--- config.mk ---
export PLATFORM = sky130hd
export DESIGN_NAME = dvc_top
export DESIGN_NICKNAME = d
export VERILOG_FILES = /design/src/rtl/dvc_pkg.sv /design/src/rtl/dvc_top.sv /design/src/rtl/dvc_sar.sv
export SDC_FILE = /design/constraint.sdc
export NUM_CORES = 1
export LEC_CHECK = 0
export ABC_AREA = 1
export BUFFER_PORTS_ARGS = -buffer_cell sky130_fd_sc_hd__buf_2
export CAP_MARGIN = 30
export CORE_AREA = 2 2 109 132
export CTS_CLUSTER_SIZE = 8
export DETAILED_ROUTE_END_ITERATION = 6
export DIE_AREA = 0 0 111 134
export GPL_ROUTABILITY_DRIVEN = 0
export MAX_ROUTING_LAYER = met4
export PLACE_DENSITY = 0.82
export SLEW_MARGIN = 20
export SYNTH_ARGS = -nofsm -noshare
export SYNTH_HDL_FRONTEND = slang
export SYNTH_SLANG_ARGS = --single-unit
--- constraint.sdc ---
create_clock -name i_clk -period 9.32 [get_ports i_clk]
set_input_delay 0.466 -clock i_clk [delete_from_list [all_inputs] [get_ports i_clk]]
set_output_delay 0.466 -clock i_clk [all_outputs]
set_load 0.005 [all_outputs]
--- src/rtl/dvc_pkg.sv ---
// dvc_pkg: constants shared by the digital volume control block
package dvc_pkg;
    // ==========================================================
    // register offsets
    localparam logic [7:0] ADDR_SOFT_STEP  = 8'h3F;
    localparam logic [7:0] ADDR_MUTE_MAST  = 8'h40;
    localparam logic [7:0] ADDR_LEFT_GAIN  = 8'h41;
    localparam logic [7:0] ADDR_RIGHT_GAIN = 8'h42;
    localparam logic [7:0] ADDR_PIN_CTRL   = 8'h74;
    localparam logic [7:0] ADDR_PIN_READ   = 8'h75;
    localparam logic [7:0] ADDR_SETTLED    = 8'h26;

    // ==========================================================
    // reset values
    localparam logic [7:0] RST_SOFT_STEP = 8'h00;
    localparam logic [7:0] RST_MUTE_MAST = 8'h00;
    localparam logic [7:0] RST_GAIN      = 8'h00;
    localparam logic [7:0] RST_PIN_CTRL  = 8'h00;

    // ==========================================================
    // field positions
    localparam int BIT_MUTE_LEFT   = 3;
    localparam int BIT_MUTE_RIGHT  = 2;
    localparam int BIT_PIN_ENABLE  = 7;
    localparam int BIT_PIN_CLKSEL  = 6;
    localparam int BIT_SETTLED_L   = 4;
    localparam int BIT_SETTLED_R   = 0;

    // ==========================================================
    // soft-step rates and master gain modes
    typedef enum logic [1:0] {
        DVC_STEP_EVERY  = 2'b00,
        DVC_STEP_HALF   = 2'b01,
        DVC_STEP_OFF    = 2'b10,
        DVC_STEP_OFF_RS = 2'b11
    } dvc_step_e;

    typedef enum logic [1:0] {
        DVC_MAST_INDEP  = 2'b00,
        DVC_MAST_L_FROM_R = 2'b01,
        DVC_MAST_R_FROM_L = 2'b10,
        DVC_MAST_RSV    = 2'b11
    } dvc_mast_e;

    // ==========================================================
    // gain encoding, half-dB codes and eighth-dB applied units
    localparam logic signed [7:0] GAIN_MAX_HALF = 8'sh30;
    localparam logic signed [7:0] GAIN_MIN_HALF = 8'sh81;
    localparam logic signed [7:0] GAIN_MUTE_HALF = 8'sh80;
    localparam int APPLIED_W = 10;
    localparam logic [6:0] PIN_CODE_LAST_HALF = 7'h5A;
    localparam logic [6:0] PIN_CODE_MUTE      = 7'h7F;
    localparam logic signed [8:0] PIN_HALF_BASE   = 9'sh024;
    localparam logic signed [8:0] PIN_WHOLE_BASE  = 9'sh07E;
    localparam int SAR_BITS = 7;

    // ==========================================================
    // volume pin converter timing
    localparam int CLK_PERIOD_NS  = 8;
    localparam int SAR_INT_TICK_NS = 1000;
    localparam int SAR_INT_TICK_CYC = (SAR_INT_TICK_NS / CLK_PERIOD_NS < 1) ? 1 :
                                      SAR_INT_TICK_NS / CLK_PERIOD_NS;
    localparam int SAR_RATE_BASE  = 64;
    localparam int SAR_TICK_CNT_W = 8;
    localparam int SAR_IVL_CNT_W  = 14;
endpackage : dvc_pkg

--- src/rtl/dvc_top.sv ---
// dvc_top: per-channel digital volume control with soft stepping and pin volume
//
// Functional notes
// - independent gain per channel, +24 to -63.5 dB
// - left/right target from gain registers 65/66
// - mute and master gain from register 64
// - applied gain steps 0.125 dB per sample
// - step field can halve stepping rate
// - step field can disable ramping entirely
// - pin ignored unless register 116 bit 7
// - status bits 4/0 flag stepping finished
// - pin converter result overwrites gain setting
// - last pin converter code readable in 117
// - register 116 bit 6 picks converter clock
// - register 116 bits 2:0 set update rate
// - pin code to gain mapping, 127 mutes
`timescale 1ns/10ps
`default_nettype none
module dvc_top (
    input  wire logic       i_clk,
    input  wire logic       i_rst_n,
    input  wire logic       i_sample_tick,
    input  wire logic       i_reg_wr,
    input  wire logic       i_reg_rd,
    input  wire logic [7:0] i_reg_addr,
    input  wire logic [7:0] i_reg_wdata,
    input  wire logic       i_vol_sense_cmp,
    output logic      [7:0] o_reg_rdata,
    output logic      [9:0] o_left_gain,
    output logic      [9:0] o_right_gain,
    output logic            o_left_mute,
    output logic            o_right_mute,
    output logic      [6:0] o_vol_sense_trial
);
    // ==========================================================
    // declarations
    localparam logic signed [9:0] APPLIED_MUTE = 10'sh200;

    logic [7:0]              soft_step_reg;
    logic [7:0]              mute_master_reg;
    logic [7:0]              left_gain_reg;
    logic [7:0]              right_gain_reg;
    logic [7:0]              pin_ctrl_reg;
    logic [6:0]              pin_read_reg;
    logic signed [9:0]       left_appl_reg;
    logic signed [9:0]       right_appl_reg;
    logic signed [9:0]       left_tgt;
    logic signed [9:0]       right_tgt;
    logic                    half_reg;
    logic                    step_now;
    logic                    step_off;
    logic                    pin_on;
    logic [7:0]              pin_gain;
    logic [7:0]              sar_div_reg;
    logic [13:0]             ivl_reg;
    logic                    sar_tick;
    logic                    sar_start;
    logic                    sar_done;
    logic [6:0]              sar_code;
    logic                    settled_l;
    logic                    settled_r;
    logic [1:0]              mast;
    dvc_pkg::dvc_step_e      step_mode;
    logic                    sar_tick_on;
    logic                    pin_write;
    logic                    left_wr;
    logic                    right_wr;
    logic [7:0]              settled_word;

    // ==========================================================
    // helpers
    function automatic logic [7:0] pin_to_gain(input logic [6:0] code);
        logic signed [8:0] g;
        g = 9'sh000;
        if (code == dvc_pkg::PIN_CODE_MUTE) begin
            g = 9'(dvc_pkg::GAIN_MUTE_HALF);
        end else if (code <= dvc_pkg::PIN_CODE_LAST_HALF) begin
            g = dvc_pkg::PIN_HALF_BASE - $signed({2'b00, code});
        end else begin
            g = dvc_pkg::PIN_WHOLE_BASE - $signed({1'b0, code, 1'b0});
        end
        return g[7:0];
    endfunction

    function automatic logic signed [9:0] to_applied(input logic [7:0] half, input logic mute);
        logic signed [7:0] h;
        h = $signed(half);
        if (mute || h == dvc_pkg::GAIN_MUTE_HALF) begin
            return APPLIED_MUTE;
        end
        if (h > dvc_pkg::GAIN_MAX_HALF) begin
            h = dvc_pkg::GAIN_MAX_HALF;
        end
        return {h, 2'b00};
    endfunction

    function automatic logic signed [9:0] step_toward(input logic signed [9:0] cur,
                                                      input logic signed [9:0] tgt,
                                                      input logic go,
                                                      input logic off);
        if (off) begin
            return tgt;
        end
        if (!go || cur == tgt) begin
            return cur;
        end
        return (cur < tgt) ? cur + 10'sh001 : cur - 10'sh001;
    endfunction

    // ==========================================================
    // target selection with mute and master modes
    assign mast = mute_master_reg[1:0];

    always_comb begin
        left_tgt  = to_applied(left_gain_reg, mute_master_reg[dvc_pkg::BIT_MUTE_LEFT]);
        right_tgt = to_applied(right_gain_reg, mute_master_reg[dvc_pkg::BIT_MUTE_RIGHT]);
        case (mast)
            dvc_pkg::DVC_MAST_L_FROM_R: left_tgt = to_applied(right_gain_reg,
                mute_master_reg[dvc_pkg::BIT_MUTE_LEFT]);
            dvc_pkg::DVC_MAST_R_FROM_L: right_tgt = to_applied(left_gain_reg,
                mute_master_reg[dvc_pkg::BIT_MUTE_RIGHT]);
            default: begin
            end
        endcase
    end

    // ==========================================================
    // step pacing
    assign step_mode = dvc_pkg::dvc_step_e'(soft_step_reg[1:0]);
    assign step_off  = (step_mode == dvc_pkg::DVC_STEP_OFF)
                    || (step_mode == dvc_pkg::DVC_STEP_OFF_RS);
    assign step_now  = i_sample_tick
                    && ((step_mode != dvc_pkg::DVC_STEP_HALF) || half_reg);

    always_ff @(posedge i_clk or negedge i_rst_n) begin
        if (!i_rst_n) begin
            half_reg <= 1'b0;
        end else if (i_sample_tick) begin
            half_reg <= ~half_reg;
        end
    end

    // ==========================================================
    // applied gain ramps
    always_ff @(posedge i_clk or negedge i_rst_n) begin
        if (!i_rst_n) begin
            left_appl_reg  <= 10'sh000;
            right_appl_reg <= 10'sh000;
        end else begin
            left_appl_reg  <= step_toward(left_appl_reg, left_tgt, step_now, step_off);
            right_appl_reg <= step_toward(right_appl_reg, right_tgt, step_now, step_off);
        end
    end

    assign settled_l = (left_appl_reg == left_tgt);
    assign settled_r = (right_appl_reg == right_tgt);

    // ==========================================================
    // completion flags into the status word
    always_comb begin
        settled_word                         = 8'h00;
        settled_word[dvc_pkg::BIT_SETTLED_L] = settled_l;
        settled_word[dvc_pkg::BIT_SETTLED_R] = settled_r;
    end

    // ==========================================================
    // volume pin converter pacing
    assign pin_on = pin_ctrl_reg[dvc_pkg::BIT_PIN_ENABLE];

    always_ff @(posedge i_clk or negedge i_rst_n) begin
        if (!i_rst_n) begin
            sar_div_reg <= 8'h00;
        end else if (sar_div_reg == 8'(dvc_pkg::SAR_INT_TICK_CYC - 1)) begin
            sar_div_reg <= 8'h00;
        end else begin
            sar_div_reg <= sar_div_reg + 8'h01;
        end
    end

    assign sar_tick = pin_ctrl_reg[dvc_pkg::BIT_PIN_CLKSEL] ? i_sample_tick
                    : (sar_div_reg == 8'h00);

    // converter frozen while pin mode is off
    assign sar_tick_on = sar_tick && pin_on;

    always_ff @(posedge i_clk or negedge i_rst_n) begin
        if (!i_rst_n) begin
            ivl_reg   <= 14'h0000;
            sar_start <= 1'b0;
        end else begin
            sar_start <= 1'b0;
            if (!pin_on) begin
                ivl_reg <= 14'h0000;
            end else if (sar_tick) begin
                if (ivl_reg == 14'h0000) begin
                    ivl_reg   <= 14'((dvc_pkg::SAR_RATE_BASE << pin_ctrl_reg[2:0]) - 1);
                    sar_start <= 1'b1;
                end else begin
                    ivl_reg <= ivl_reg - 14'h0001;
                end
            end
        end
    end

    dvc_sar u_sar (
        .i_clk   (i_clk),
        .i_rst_n (i_rst_n),
        .i_tick  (sar_tick_on),
        .i_start (sar_start),
        .i_cmp   (i_vol_sense_cmp),
        .o_trial (o_vol_sense_trial),
        .o_code  (sar_code),
        .o_done  (sar_done)
    );

    assign pin_gain = pin_to_gain(sar_code);
    assign pin_write = pin_on && sar_done;
    assign left_wr   = i_reg_wr && (i_reg_addr == dvc_pkg::ADDR_LEFT_GAIN);
    assign right_wr  = i_reg_wr && (i_reg_addr == dvc_pkg::ADDR_RIGHT_GAIN);

    // ==========================================================
    // control register writes: step, mute/master and pin control
    always_ff @(posedge i_clk or negedge i_rst_n) begin
        if (!i_rst_n) begin
            soft_step_reg   <= dvc_pkg::RST_SOFT_STEP;
            mute_master_reg <= dvc_pkg::RST_MUTE_MAST;
            pin_ctrl_reg    <= dvc_pkg::RST_PIN_CTRL;
        end else if (i_reg_wr) begin
            case (i_reg_addr)
                dvc_pkg::ADDR_SOFT_STEP: soft_step_reg   <= {6'h00, i_reg_wdata[1:0]};
                dvc_pkg::ADDR_MUTE_MAST: mute_master_reg <= {4'h0, i_reg_wdata[3:0]};
                dvc_pkg::ADDR_PIN_CTRL:  pin_ctrl_reg    <= i_reg_wdata;
                default: begin
                end
            endcase
        end
    end

    // ==========================================================
    // gain registers, pin result wins over a host write
    always_ff @(posedge i_clk or negedge i_rst_n) begin
        if (!i_rst_n) begin
            left_gain_reg  <= dvc_pkg::RST_GAIN;
            right_gain_reg <= dvc_pkg::RST_GAIN;
            pin_read_reg   <= 7'h00;
        end else if (pin_write) begin
            left_gain_reg  <= pin_gain;
            right_gain_reg <= pin_gain;
            pin_read_reg   <= sar_code;
        end else begin
            if (left_wr) begin
                left_gain_reg <= i_reg_wdata;
            end
            if (right_wr) begin
                right_gain_reg <= i_reg_wdata;
            end
        end
    end

    // ==========================================================
    // register reads
    always_ff @(posedge i_clk or negedge i_rst_n) begin
        if (!i_rst_n) begin
            o_reg_rdata <= 8'h00;
        end else if (i_reg_rd) begin
            case (i_reg_addr)
                dvc_pkg::ADDR_SOFT_STEP:  o_reg_rdata <= soft_step_reg;
                dvc_pkg::ADDR_MUTE_MAST:  o_reg_rdata <= mute_master_reg;
                dvc_pkg::ADDR_LEFT_GAIN:  o_reg_rdata <= left_gain_reg;
                dvc_pkg::ADDR_RIGHT_GAIN: o_reg_rdata <= right_gain_reg;
                dvc_pkg::ADDR_PIN_CTRL:   o_reg_rdata <= pin_ctrl_reg;
                dvc_pkg::ADDR_PIN_READ:   o_reg_rdata <= {1'b0, pin_read_reg};
                dvc_pkg::ADDR_SETTLED:    o_reg_rdata <= settled_word;
                default:                  o_reg_rdata <= 8'h00;
            endcase
        end
    end

    // ==========================================================
    // gain outputs
    // left channel
    always_ff @(posedge i_clk or negedge i_rst_n) begin
        if (!i_rst_n) begin
            o_left_gain <= 10'h000;
            o_left_mute <= 1'b0;
        end else begin
            o_left_gain <= left_appl_reg;
            o_left_mute <= (left_appl_reg == APPLIED_MUTE);
        end
    end

    // right channel
    always_ff @(posedge i_clk or negedge i_rst_n) begin
        if (!i_rst_n) begin
            o_right_gain <= 10'h000;
            o_right_mute <= 1'b0;
        end else begin
            o_right_gain <= right_appl_reg;
            o_right_mute <= (right_appl_reg == APPLIED_MUTE);
        end
    end
endmodule // dvc_top
`default_nettype wire

--- src/rtl/dvc_sar.sv ---
// dvc_sar: 7-bit successive-approximation sequencer for the volume pin
`timescale 1ns/10ps
`default_nettype none
module dvc_sar (
    input  wire logic       i_clk,
    input  wire logic       i_rst_n,
    input  wire logic       i_tick,
    input  wire logic       i_start,
    input  wire logic       i_cmp,
    output logic      [6:0] o_trial,
    output logic      [6:0] o_code,
    output logic            o_done
);
    // ==========================================================
    // state
    typedef enum logic [0:0] {
        DVC_SAR_IDLE = 1'b0,
        DVC_SAR_CONV = 1'b1
    } dvc_sar_e;

    dvc_sar_e   state_reg;
    logic [2:0] bit_reg;
    logic [6:0] mask;

    assign mask = 7'h01 << bit_reg;

    // ==========================================================
    // conversion sequence, msb first, one bit per converter tick
    always_ff @(posedge i_clk or negedge i_rst_n) begin
        if (!i_rst_n) begin
            state_reg <= DVC_SAR_IDLE;
            bit_reg   <= 3'h0;
            o_trial   <= 7'h00;
            o_code    <= 7'h00;
            o_done    <= 1'b0;
        end else begin
            o_done <= 1'b0;
            case (state_reg)
                DVC_SAR_IDLE: begin
                    if (i_start) begin
                        state_reg <= DVC_SAR_CONV;
                        bit_reg   <= 3'(dvc_pkg::SAR_BITS - 1);
                        o_trial   <= 7'h40;
                    end
                end
                DVC_SAR_CONV: begin
                    if (i_tick) begin
                        if (bit_reg == 3'h0) begin
                            state_reg <= DVC_SAR_IDLE;
                            o_code    <= i_cmp ? o_trial : (o_trial & ~mask);
                            o_done    <= 1'b1;
                        end else begin
                            bit_reg <= bit_reg - 3'h1;
                            o_trial <= (i_cmp ? o_trial : (o_trial & ~mask)) | (mask >> 1);
                        end
                    end
                end
                default: state_reg <= DVC_SAR_IDLE;
            endcase
        end
    end
endmodule // dvc_sar
`default_nettype wire

==> results of run 1 <==
-- cells in the mapped netlist, types with 4 or more instances --
library cell	instances	share of area
clkbuf_1	4	0.0019
o21ai_0	86	0.056
nor4_1	5	0.0040
nor3_1	15	0.0097
nand2_2	17	0.014
a22oi_1	14	0.014
o41ai_1	8	0.0091
o21ai_1	5	0.0032
a21oi_1	28	0.018
nand2_4	8	0.012
inv_2	4	0.0019
a31oi_1	4	0.0032
xor2_1	22	0.025
nand4_1	10	0.0081
nand3_1	63	0.041
nand2_1	233	0.11
ha_1	29	0.047
o22ai_1	24	0.019
o221ai_1	7	0.0079
mux2_2	6	0.0087
a221oi_1	4	0.0045
dfrtp_1	130	0.42
inv_1	161	0.078
nor2_1	80	0.039
-- power breakdown --
part | switching, mW | leakage [nW] | internal (mW) | total (mW)
clock | 0.250 | 0.289 | 0.420 | 0.670
sequential | 0.0580 | 1.53 | 0.610 | 0.668
combinational | 0.416 | 2.77 | 0.217 | 0.633
-- worst max-delay path by stage --
stage	from	end	slack [ns]	cells after the start
2_1_floorplan	left_gain_reg[0]$_DFFE_PN0P_	left_appl_reg[8]$_DFFE_PN0P_	6.29	23
3_3_place_gp	left_gain_reg[0]$_DFFE_PN0P_	right_appl_reg[8]$_DFFE_PN0P_	6.01	27
3_5_place_dp	right_gain_reg[0]$_DFFE_PN0P_	right_appl_reg[8]$_DFFE_PN0P_	5.84	27
4_1_cts	right_gain_reg[0]$_DFFE_PN0P_	right_appl_reg[8]$_DFFE_PN0P_	5.81	27
5_1_grt	left_gain_reg[0]$_DFFE_PN0P_	right_appl_reg[8]$_DFFE_PN0P_	5.25	27
6_report	right_gain_reg[0]$_DFFE_PN0P_	right_appl_reg[8]$_DFFE_PN0P_	5.75	27
-- worst register-to-register path, stage by stage, from the launching register on --
cell and delay [ns]:
dfrtp_1 0.40, nor3_1 0.30, nand4_1 0.16, nand3_1 0.20, inv_1 0.10, a22oi_1 0.25, ha_1 0.30, nand2_1 0.10
inv_1 0.04, nand2_1 0.05, nand2_1 0.04, nand2_1 0.09, nand2_1 0.08, nand2_1 0.09, nand2_2 0.17, nand2_1 0.14
nand2_1 0.06, inv_1 0.07, ha_1 0.15, inv_1 0.04, nand2_1 0.11, nand2_1 0.06, o21ai_0 0.12, nand2_1 0.11
nand2_1 0.08, nand2_1 0.05, nand3_1 0.06, nand2_1 0.05
-- logic make-up after synthesis --
| family | after synthesis |
|---|---|
| muxes | 6 |
| buffers and inverters | 178 |
| and+or+nand+nor | 448 |
| xor gates and xnor gates | 25 |
| AOI/OAI and AO/OA | 193 |
| DFF | 130 |
| adders and majority gates | 29 |
-- final cells by class --
type                       count  area, um2
clock buffer                  23      488.0
clock inverter                 9      103.9
fill                        1113       4740
inverter                     167      626.9
multi-input combinational    701       3810
sequential                   130       3253
tap                          171      214.0
timing repair buffer          62      349.1
-- routing by layer --
metal  vias up  share of wire
li1       3472              -
met1      3283           0.41
met2       284           0.49
met3        67          0.061
met4         0          0.038
met5         -              0
==> run_results.csv, run 1 <==
group,metric,value,unit
status,status,"complete, no violations",
setup_path,cp_max_fo,15,
setup_path,worst_setup_path_end_kind,"flop",
clock_tree,cts_max_path_buffers,2,
min_path,whs_path_depth,2,
setup_path,reg2regPathDepth,27,
global_route,grt_util_all_layers,0.2791,
synthesis,avgSynthCellArea,7.673,um2
timing,maxSlewHeadroom,0.4221,
synthesis,syn-num-nets,1060,
cells_and_area,fin_cells,1263,
floorplan,die_w,111,um
clock_tree,cts_root_buf,"clkbuf_16",
clock_tree,cts_num_sinks,130,
timing,fmax,280.0,MHz
power,powerDensity,222.9,mW/mm2
route,routed_wl,19230,um
power,vdd_ir_drop_max,0.0001267,V
power,power,1.971,mW
global_route,met3_usage,0.05242,
cells_and_area,nNetsFinal,1130,
cells_and_area,fin_util,0.6511,
synthesis,synthXorXnorAreaFrac,0.02828,
synthesis,synth_top_family_by_area,"simple AND/OR/NAND/NOR gates",
timing,fin_crit_sh,0.3833,
synthesis,muxShareOfSynthArea,0.008727,
synthesis,synth_cell_type_count,45,
run,maxCapViolations,0,
min_path,hold_path_end,"half_reg$_DFFE_PN0P_",
setup_path,crit_top_cell,"nand2_1",
timing,tns,0,ns
global_route,grt_antenna_before_repair,0,
clock_tree,clk_pin_slew,0.06,ns
timing,rsz0062_at_grt,"false",
timing,maxSlewViolCount,0,
setup_path,worstReg2RegStart,"right_gain_reg[0]$_DFFE_PN0P_",
synthesis,synth-edff-count,0,
setup_path,crit_required,9.64,ns
setup_path,path_delay_family,"simple AND/OR/NAND/NOR gates",
floorplan,dieArea,0.01487,mm2
min_path,hold_path.class,"in -> reg",
cells_and_area,design_area,0.008845,mm2
clock_tree,cts_resized,0,
floorplan,start_util,0.5700,
timing,hold_violations,0,
placement,dpl.cell_count,1229,
placement,hpwl,14080,um
setup_path,r2r-end,"right_appl_reg[8]$_DFFE_PN0P_",
power,p_leak,4.584,nW
synthesis,syn_area,0.007742,mm2
route,drt-pass1-iter-count,6,
cells_and_area,layout_commonest_cell,"nand2_1",
timing,worst_pin_slew,0.8611,ns
cells_and_area,syn_to_final_growth,14.24,%
synthesis,synth_compound_area_frac,0.1480,
clock_tree,htreeDepth,4,
synthesis,synthSimpleGateAreaFrac,0.2602,
route,via_count,7106,
setup_path,crit_type,"reg -> reg",
setup_path,regToRegSetupSlack,5.75,ns
setup_path,startpoint_type,"flop",
cells_and_area,layout_common_cells,"233 x nand2_1, 161 x inv_1, 130 x dfrtp_1",
cells_and_area,largest_reg_flops,14,
cells_and_area,drive_above_1_share,0.1300,
min_path,min_from,"i_sample_tick",
route,drtIter0Drc,604,
clock_tree,cts_buffers,17,
setup_path,cp_data_arrival_time,3.89,ns
cells_and_area,diodes,0,
synthesis,synth_flop_cell,"dfrtp_1",
floorplan,chipHeight,134,um
synthesis,ys_seq_area_frac,0.4202,
timing,hold_ws,0.2582,ns
synthesis,synth-adder-area-share,0.04686,
global_route,grt_pass1_wl,32550,um
route,ant_nets,0,
clock_tree,post_cts_buffers,0,
placement,pre_cts_slack,5.841,ns
synthesis,synthCells,1009,
timing,skew,0.008582,ns
setup_path,worst_path_largest_cell_delay,0.40,ns
timing,finalWorstSetupSlack,5.748,ns
floorplan,ios,59,
placement,io_buffers,58,
global_route,overflow,0,
synthesis,yosys_register_bits,130,
global_route,use_met2,0.4615,
global_route,grtUsageMet1,0.3323,
setup_path,path_buf_inv,4,
clock_tree,cts-hold-fix-buffers,1,
timing,period_minus_slack,3.572,ns
global_route,grt_busiest_layer,"met2",
setup_path,slowest_stage,"dfrtp_1",
route,drc_errors,0,
route,via_per_inst,5.626,
global_route,grt_max_degree,79,
synthesis,yosysWarnings,0,
route,wl_per_cell,15.22,um
clock_tree,cts_tree,"built",
floorplan,num_rows,47,
clock_tree,clk-insertion-delay-late,0.43,ns
global_route,grt_pass1_vias,6978,
placement,place_area,0.008215,mm2
timing,setup-violations-final,0,
floorplan,core_area,0.01358,mm2
synthesis,async_flop_share,1.000,
Note: power is estimated with default switching activity, not from simulation.
==> run 2: changes to the inputs <==
--- a/config.mk
+++ b/config.mk
@@ -5,13 +5,13 @@
 export SDC_FILE = /design/constraint.sdc
 export NUM_CORES = 1
 export LEC_CHECK = 0
-export ABC_AREA = 1
+export ABC_AREA = 0
 export BUFFER_PORTS_ARGS = -buffer_cell sky130_fd_sc_hd__buf_2
 export CAP_MARGIN = 30
-export CORE_AREA = 2 2 109 132
+export CORE_AREA = 2 2 107 129
 export CTS_CLUSTER_SIZE = 8
 export DETAILED_ROUTE_END_ITERATION = 6
-export DIE_AREA = 0 0 111 134
+export DIE_AREA = 0 0 109 131
 export GPL_ROUTABILITY_DRIVEN = 0
 export MAX_ROUTING_LAYER = met4
 export PLACE_DENSITY = 0.82
==> constraint.sdc (replaced) <==
create_clock -name i_clk -period 3.6 [get_ports i_clk]
set_input_delay 0.18 -clock i_clk [delete_from_list [all_inputs] [get_ports i_clk]]
set_output_delay 0.18 -clock i_clk [all_outputs]
set_load 0.005 [all_outputs]
==> run 2 against run 1 <==
Against the previous run: the flow now finishes with violations (setup timing); total power grew to 2.6 times the previous value; final cell count fell by 17%; maximum frequency shrank 6.5%; largest power group is now sequential cells; design area grew 0.98%.
==> run_results.csv, run 2 <==
group,metric,value,unit
timing,period_minus_slack,3.819,ns
timing,fmax,261.9,MHz
route,drtIter0Drc,407,
cells_and_area,nFillCells,962,
timing,maxSlewHeadroom,0.3637,
cells_and_area,layout_common_cells,"130 x dfrtp_1, 82 x nand2_1, 59 x nor2_1",
cells_and_area,fin_cells,1042,
synthesis,yosys-top-cells-area,"dfrtp_1 44%, mux2_2 5.8%, ha_1 4.9%",
timing,rsz0062_at_grt,"true",
floorplan,chipHeight,131,um
floorplan,ios,59,
timing,hold_ws,0.01146,ns
global_route,grt_max_degree,69,
timing,setup-violations-final,6,
timing,fin_crit_sh,1.061,
global_route,grt_pass1_vias,6128,
placement,hpwl,12510,um
power,vdd_ir_drop_max,0.0004070,V
route,ant_nets,0,
run,maxCapViolations,0,
cells_and_area,regArea,0.003253,mm2
timing,finalWorstSetupSlack,-0.2188,ns
synthesis,synth_flop_cell,"dfrtp_1",
cells_and_area,multiInputGateArea,0.004106,mm2
setup_path,worstReg2RegStart,"right_gain_reg[3]$_DFFE_PN0P_",
floorplan,core_area,0.01307,mm2
min_path,min_from,"i_reg_wdata[6]",
power,p_leak,3.989,nW
synthesis,synth-edff-count,0,
synthesis,yosysWarnings,0,
clock_tree,cts_buffers,17,
synthesis,synth_top_area_share,0.4387,
floorplan,start_util,0.5675,
timing,worst_pin_slew,0.9520,ns
synthesis,synth-adder-area-share,0.04894,
synthesis,synth_common_cells,"130 x dfrtp_1, 83 x nand2_1, 60 x nor2_1",
setup_path,endpoint,"right_appl_reg[8]$_DFFE_PN0P_",
setup_path,crit_required,3.89,ns
floorplan,num_rows,46,
synthesis,yosys_register_bits,130,
timing,hold_violations,0,
cells_and_area,layout_commonest_cell,"dfrtp_1",
setup_path,cp_data_arrival_time,4.11,ns
route,wl_met1,7185,um
global_route,grt_util_all_layers,0.2742,
clock_tree,cts_tree,"built",
power,powerDensity,572.9,mW/mm2
min_path,hold_path.class,"in -> reg",
synthesis,avgSynthCellArea,9.580,um2
route,wl_per_cell,17.50,um
clock_tree,htreeDepth,4,
synthesis,async_flop_share,1.000,
cells_and_area,design_area,0.008931,mm2
clock_tree,cts_num_sinks,130,
status,status,"finished with violations",
timing,tns,-0.8908,ns
cells_and_area,drive_above_1_share,0.2529,
setup_path,regToRegSetupSlack,-0.22,ns
setup_path,r2r-end,"right_appl_reg[8]$_DFFE_PN0P_",
floorplan,dieArea,0.01428,mm2
timing,maxSlewViolCount,0,
route,dr.max_layer_used,"met4",
synthesis,synthCells,774,
cells_and_area,syn_to_final_growth,20.45,%
synthesis,synthSimpleGateAreaFrac,0.1915,
route,drc_errors,0,
setup_path,crit_start,"right_gain_reg[3]$_DFFE_PN0P_",
cells_and_area,diodes,0,
placement,place_area,0.008033,mm2
clock_tree,cts_root_buf,"clkbuf_16",
synthesis,ys_seq_area_frac,0.4387,
setup_path,reg2regPathDepth,17,
synthesis,muxShareOfSynthArea,0.08218,
synthesis,yosysTopAreaCell,"dfrtp_1",
setup_path,startpoint_type,"flop",
clock_tree,clk-insertion-delay-late,0.44,ns
route,drt-pass1-iter-count,5,
synthesis,syn-num-nets,825,
route,routed_wl,18240,um
synthesis,synth_top_family_by_area,"simple AND/OR/NAND/NOR gates",
placement,io_buffers,58,
setup_path,cp_max_fo,4,
placement,dpl.cell_count,994,
synthesis,yosys.cell_count.top_type,"dfrtp_1",
route,via_count,6287,
timing,skew,0.01039,ns
global_route,overflow,0,
route,wl_met3,865,um
synthesis,synth_compound_area_frac,0.1775,
status,violations,"setup timing",
floorplan,die_w,109,um
cells_and_area,nNetsFinal,912,
setup_path,worst_setup_path_end_kind,"flop",
route,wl_met2,9461,um
clock_tree,cts_max_path_buffers,2,
route,via_per_inst,6.034,
global_route,grt_pass1_wl,29230,um
global_route,grt_antenna_before_repair,0,
synthesis,syn_area,0.007415,mm2
synthesis,synth_cell_type_count,82,
clock_tree,clk_pin_slew,0.06,ns
power,power,5.117,mW
cells_and_area,largest_reg_flops,14,
setup_path,crit_type,"reg -> reg",
synthesis,synthXorXnorAreaFrac,0.02481,
-- run 2: changes by cell type in the layout (fill, tap and decap cells not counted), sizes merged, moves of 15 or more --
| cell | before | now |
|---|---|---|
| nor2 | 86 | 61 |
| inv | 165 | 43 |
| mux2 | 6 | 39 |
| xor2 | 22 | 7 |
| o21ai | 93 | 53 |
| buf | 61 | 96 |
| nand3 | 67 | 24 |
| mux2i | 0 | 17 |
| nand2 | 258 | 83 |
-- run 2: stage by stage --
stage	util	worst slack [ns]
after floorplan	-	-0.03692
after global placement	0.6148	0.01643
after detailed placement	0.6148	-0.1355
after CTS	0.6659	-0.05598
after global routing	0.6836	-0.3422
final	0.6836	-0.2188
-- run 2: where the power goes --
part	switching [mW]	internal, mW	leakage [nW]
clock	0.720	0.966	0.270
combinational	0.743	0.740	2.10
sequential	0.267	1.68	1.62
total	1.73	3.39	3.99
-- run 2: worst min path at each step --
stage / to / slack, ns / cells after the start
2_1_floorplan: half_reg$_DFFE_PN0P_ / -0.12 / 0
3_3_place_gp: o_right_gain[7]$_DFF_PN0_ / 0.34 / 1
3_5_place_dp: o_right_gain[0]$_DFF_PN0_ / 0.35 / 1
4_1_cts: pin_ctrl_reg[6]$_DFFE_PN0P_ / 0.002 / 2
5_1_grt: pin_ctrl_reg[6]$_DFFE_PN0P_ / 0.02 / 2
6_report: pin_ctrl_reg[6]$_DFFE_PN0P_ / 0.01 / 2
-- run 2: area by class of cell --
type                            count  area share
Clock buffer                       17     0.04763
Clock inverter                     15     0.01639
Inverter                           36     0.01513
Multi-Input combinational cell    576      0.4598
Sequential cell                   130      0.3642
Tap cell                          168     0.02354
Timing Repair Buffer              100     0.07327
-- run 2: timing repair --
action | 4_1_cts | 5_1_grt
endpoints found under the hold margin | 70 | 0
endpoints found under the setup margin | 8 | 11
hold buffers | 4 | 0
pin swaps | 8 | 30
resized for setup | 7 | 34
setup buffers | 2 | 9
-- run 2: per-layer routing --
| metal | global-route usage | vias up |
|---|---|---|
| met2 | 0.4662 | 225 |
| met3 | 0.05804 | 61 |
| met4 | 0.1327 | 0 |
| met1 | 0.3057 | 3015 |
| met5 | - | - |
| li1 | - | 2986 |
-- run 2: worst max-delay path: stages, from the launching register on --
cell,delay (ns)
dfrtp_1,0.42
nor4_4,0.35
a211oi_2,0.11
a41o_1,0.29
nor3_4,0.24
a22oi_2,0.14
ha_1,0.35
nor2b_4,0.15
o21bai_4,0.13
a21oi_4,0.08
buf_4,0.14
buf_4,0.13
buf_4,0.13
buf_4,0.14
or4_4,0.53
o31ai_4,0.08
and2_1,0.18
o221ai_2,0.09
-- run 2: logic make-up (layout without fill, tap and decap cells) --
group           after synthesis  count (layout)
mux                          56              56
simple gates                283             283
buf+inv                      68             168
xor+xnor                     21              21
flops                       130             130
compound gates              187             187
fa+ha+maj                    29              29
==> run 3: changes to the inputs <==
--- a/config.mk
+++ b/config.mk
@@ -8,13 +8,16 @@
 export ABC_AREA = 0
 export BUFFER_PORTS_ARGS = -buffer_cell sky130_fd_sc_hd__buf_2
 export CAP_MARGIN = 30
-export CORE_AREA = 2 2 107 129
+export CELL_PAD_IN_SITES_DETAIL_PLACEMENT = 1
+export CELL_PAD_IN_SITES_GLOBAL_PLACEMENT = 2
+export CORE_AREA = 2 2 128 155
+export CTS_BUF_LIST = sky130_fd_sc_hd__clkbuf_4
 export CTS_CLUSTER_SIZE = 8
 export DETAILED_ROUTE_END_ITERATION = 6
-export DIE_AREA = 0 0 109 131
+export DIE_AREA = 0 0 130 157
 export GPL_ROUTABILITY_DRIVEN = 0
 export MAX_ROUTING_LAYER = met4
-export PLACE_DENSITY = 0.82
+export PLACE_DENSITY = 0.87
 export SLEW_MARGIN = 20
 export SYNTH_ARGS = -nofsm -noshare
 export SYNTH_HDL_FRONTEND = slang
==> run 3 against run 2 <==
Against the previous run: the run still ends with setup timing left; maximum frequency is 1.9% lower; setup slack got worse by 0.073 ns; hold slack better by 0.045 ns; via count rose by 4.2%; die area is 43% higher; critical path type unchanged; largest cell class unchanged.
==> run_results.csv, run 3 (synthesis results as in run 2) <==
group,metric,value,unit
setup_path,crit_start,"right_gain_reg[3]$_DFFE_PN0P_",
clock_tree,cts_num_sinks,130,
cells_and_area,drive_above_1_share,0.2704,
timing,maxSlewViolCount,0,
clock_tree,cts_max_path_buffers,2,
timing,hold_violations,0,
route,via_per_inst,5.687,
setup_path,worst_setup_path_end_kind,"flop",
setup_path,cp_data_arrival_time,4.33,ns
route,routed_wl,22650,um
placement,pre_cts_slack,-0.2087,ns
setup_path,crit_type,"reg -> reg",
placement,hpwl,15790,um
route,wl_per_cell,19.66,um
cells_and_area,largest_reg_flops,14,
route,ant_nets,0,
cells_and_area,nNetsFinal,934,
global_route,grt_pass1_wl,36110,um
timing,worst_pin_slew,0.9210,ns
min_path,min_from,"i_reg_wr",
clock_tree,clk_pin_slew,0.11,ns
clock_tree,clk-insertion-delay-late,0.58,ns
global_route,grt_util_all_layers,0.2328,
setup_path,cp_max_fo,4,
timing,skew,0.02105,ns
floorplan,ios,59,
cells_and_area,layout_commonest_cell,"dfrtp_1",
clock_tree,cts_tree,"built",
timing,tns,-1.895,ns
timing,rsz0062_at_grt,"true",
cells_and_area,fin_cells,1152,
route,drtIter0Drc,320,
status,status,"finished with violations",
floorplan,core_area,0.01879,mm2
setup_path,crit_required,4.04,ns
timing,setup-violations-final,12,
route,via_count,6551,
global_route,grt_max_degree,81,
min_path,hold_path.class,"in -> reg",
route,drt-pass1-iter-count,5,
floorplan,num_rows,55,
status,violations,"setup timing",
cells_and_area,layout_common_cells,"130 x dfrtp_1, 82 x nand2_1, 59 x nor2_1",
cells_and_area,design_area,0.008965,mm2
route,drc_errors,0,
timing,period_minus_slack,3.892,ns
timing,fmax,257.0,MHz
placement,io_buffers,58,
global_route,grt_antenna_before_repair,1,
power,powerDensity,508.0,mW/mm2
power,p_leak,3.981,nW
timing,finalWorstSetupSlack,-0.2917,ns
run,maxCapViolations,0,
clock_tree,cts_root_buf,"clkbuf_4",
floorplan,die_w,130,um
global_route,grt_pass1_vias,7051,
global_route,overflow,0,
power,power,4.554,mW
timing,maxSlewHeadroom,0.3819,
floorplan,dieArea,0.02041,mm2
placement,dpl.cell_count,1088,
power,vdd_ir_drop_max,0.0002326,V
setup_path,worstReg2RegStart,"right_gain_reg[3]$_DFFE_PN0P_",
timing,hold_ws,0.05659,ns
cells_and_area,fin_util,0.4772,
floorplan,chipHeight,157,um
cells_and_area,syn_to_final_growth,20.91,%
clock_tree,htreeDepth,4,
clock_tree,cts_buffers,17,
timing,fin_crit_sh,1.081,
floorplan,start_util,0.3947,
setup_path,startpoint_type,"flop",
placement,place_area,0.008179,mm2
-- run 3: critical path, cell delays in order (launching register included) --
cell	delay [ns]
dfrtp_1	0.43
nor4_4	0.34
a211oi_2	0.12
a41o_1	0.26
nor3_4	0.29
buf_6	0.15
a22oi_2	0.08
ha_1	0.32
nand2_2	0.06
o21bai_4	0.17
a21oi_4	0.18
nor2_4	0.06
xnor2_2	0.20
ha_4	0.19
inv_2	0.05
or4_4	0.51
o31ai_4	0.08
and2_4	0.18
o221ai_2	0.08
-- run 3: where the power goes --
group | internal [mW] | switching (mW)
clock | 0.343 | 0.574
sequential | 1.68 | 0.278
combinational | 0.819 | 0.863
-- run 3: cell type report --
cell class                      instances  area, um2
Antenna cell                            1      2.502
Inverter                               36      135.1
Clock buffer                           19      142.6
Tap cell                              256      320.3
Sequential cell                       130       3253
Clock inverter                         12      92.59
Fill cell                            2167       9822
Timing Repair Buffer                  122      815.8
Multi-Input combinational cell        576       4203
-- run 3: repair_timing --
item / CTS / global route
setup endpoints to repair: 10 / 12
buffers inserted: 9 / 10
hold buffers: 12 / 0
pin swaps: 16 / 27
endpoints found under the hold margin: 103 / 0
resized for setup: 23 / 31
-- run 3: final timing paths --
check                                                endpoint  slack, ns  depth (start not counted)
worst max-delay path            right_appl_reg[8]$_DFFE_PN0P_      -0.29                         18
worst min-delay path             soft_step_reg[1]$_DFFE_PN0P_       0.06                          3
worst max register to register  right_appl_reg[8]$_DFFE_PN0P_      -0.29                         18
worst min register to register       o_left_gain[9]$_DFF_PN0_       0.47                          0
max in group asynchronous          o_reg_rdata[4]$_DFFE_PN0P_       2.51                          3
min in group asynchronous       right_appl_reg[5]$_DFFE_PN0P_       0.22                          2
-- run 3: layer usage --
layer  share of wire  global-route usage  vias up  wire (um)
met4           0.040              0.1065        0        901
met1            0.39              0.2434     3318       8748
li1                -                   -     3020          -
met2            0.54              0.4191      149      12310
met5               0                   -        -          0
met3           0.031             0.04589       64        695
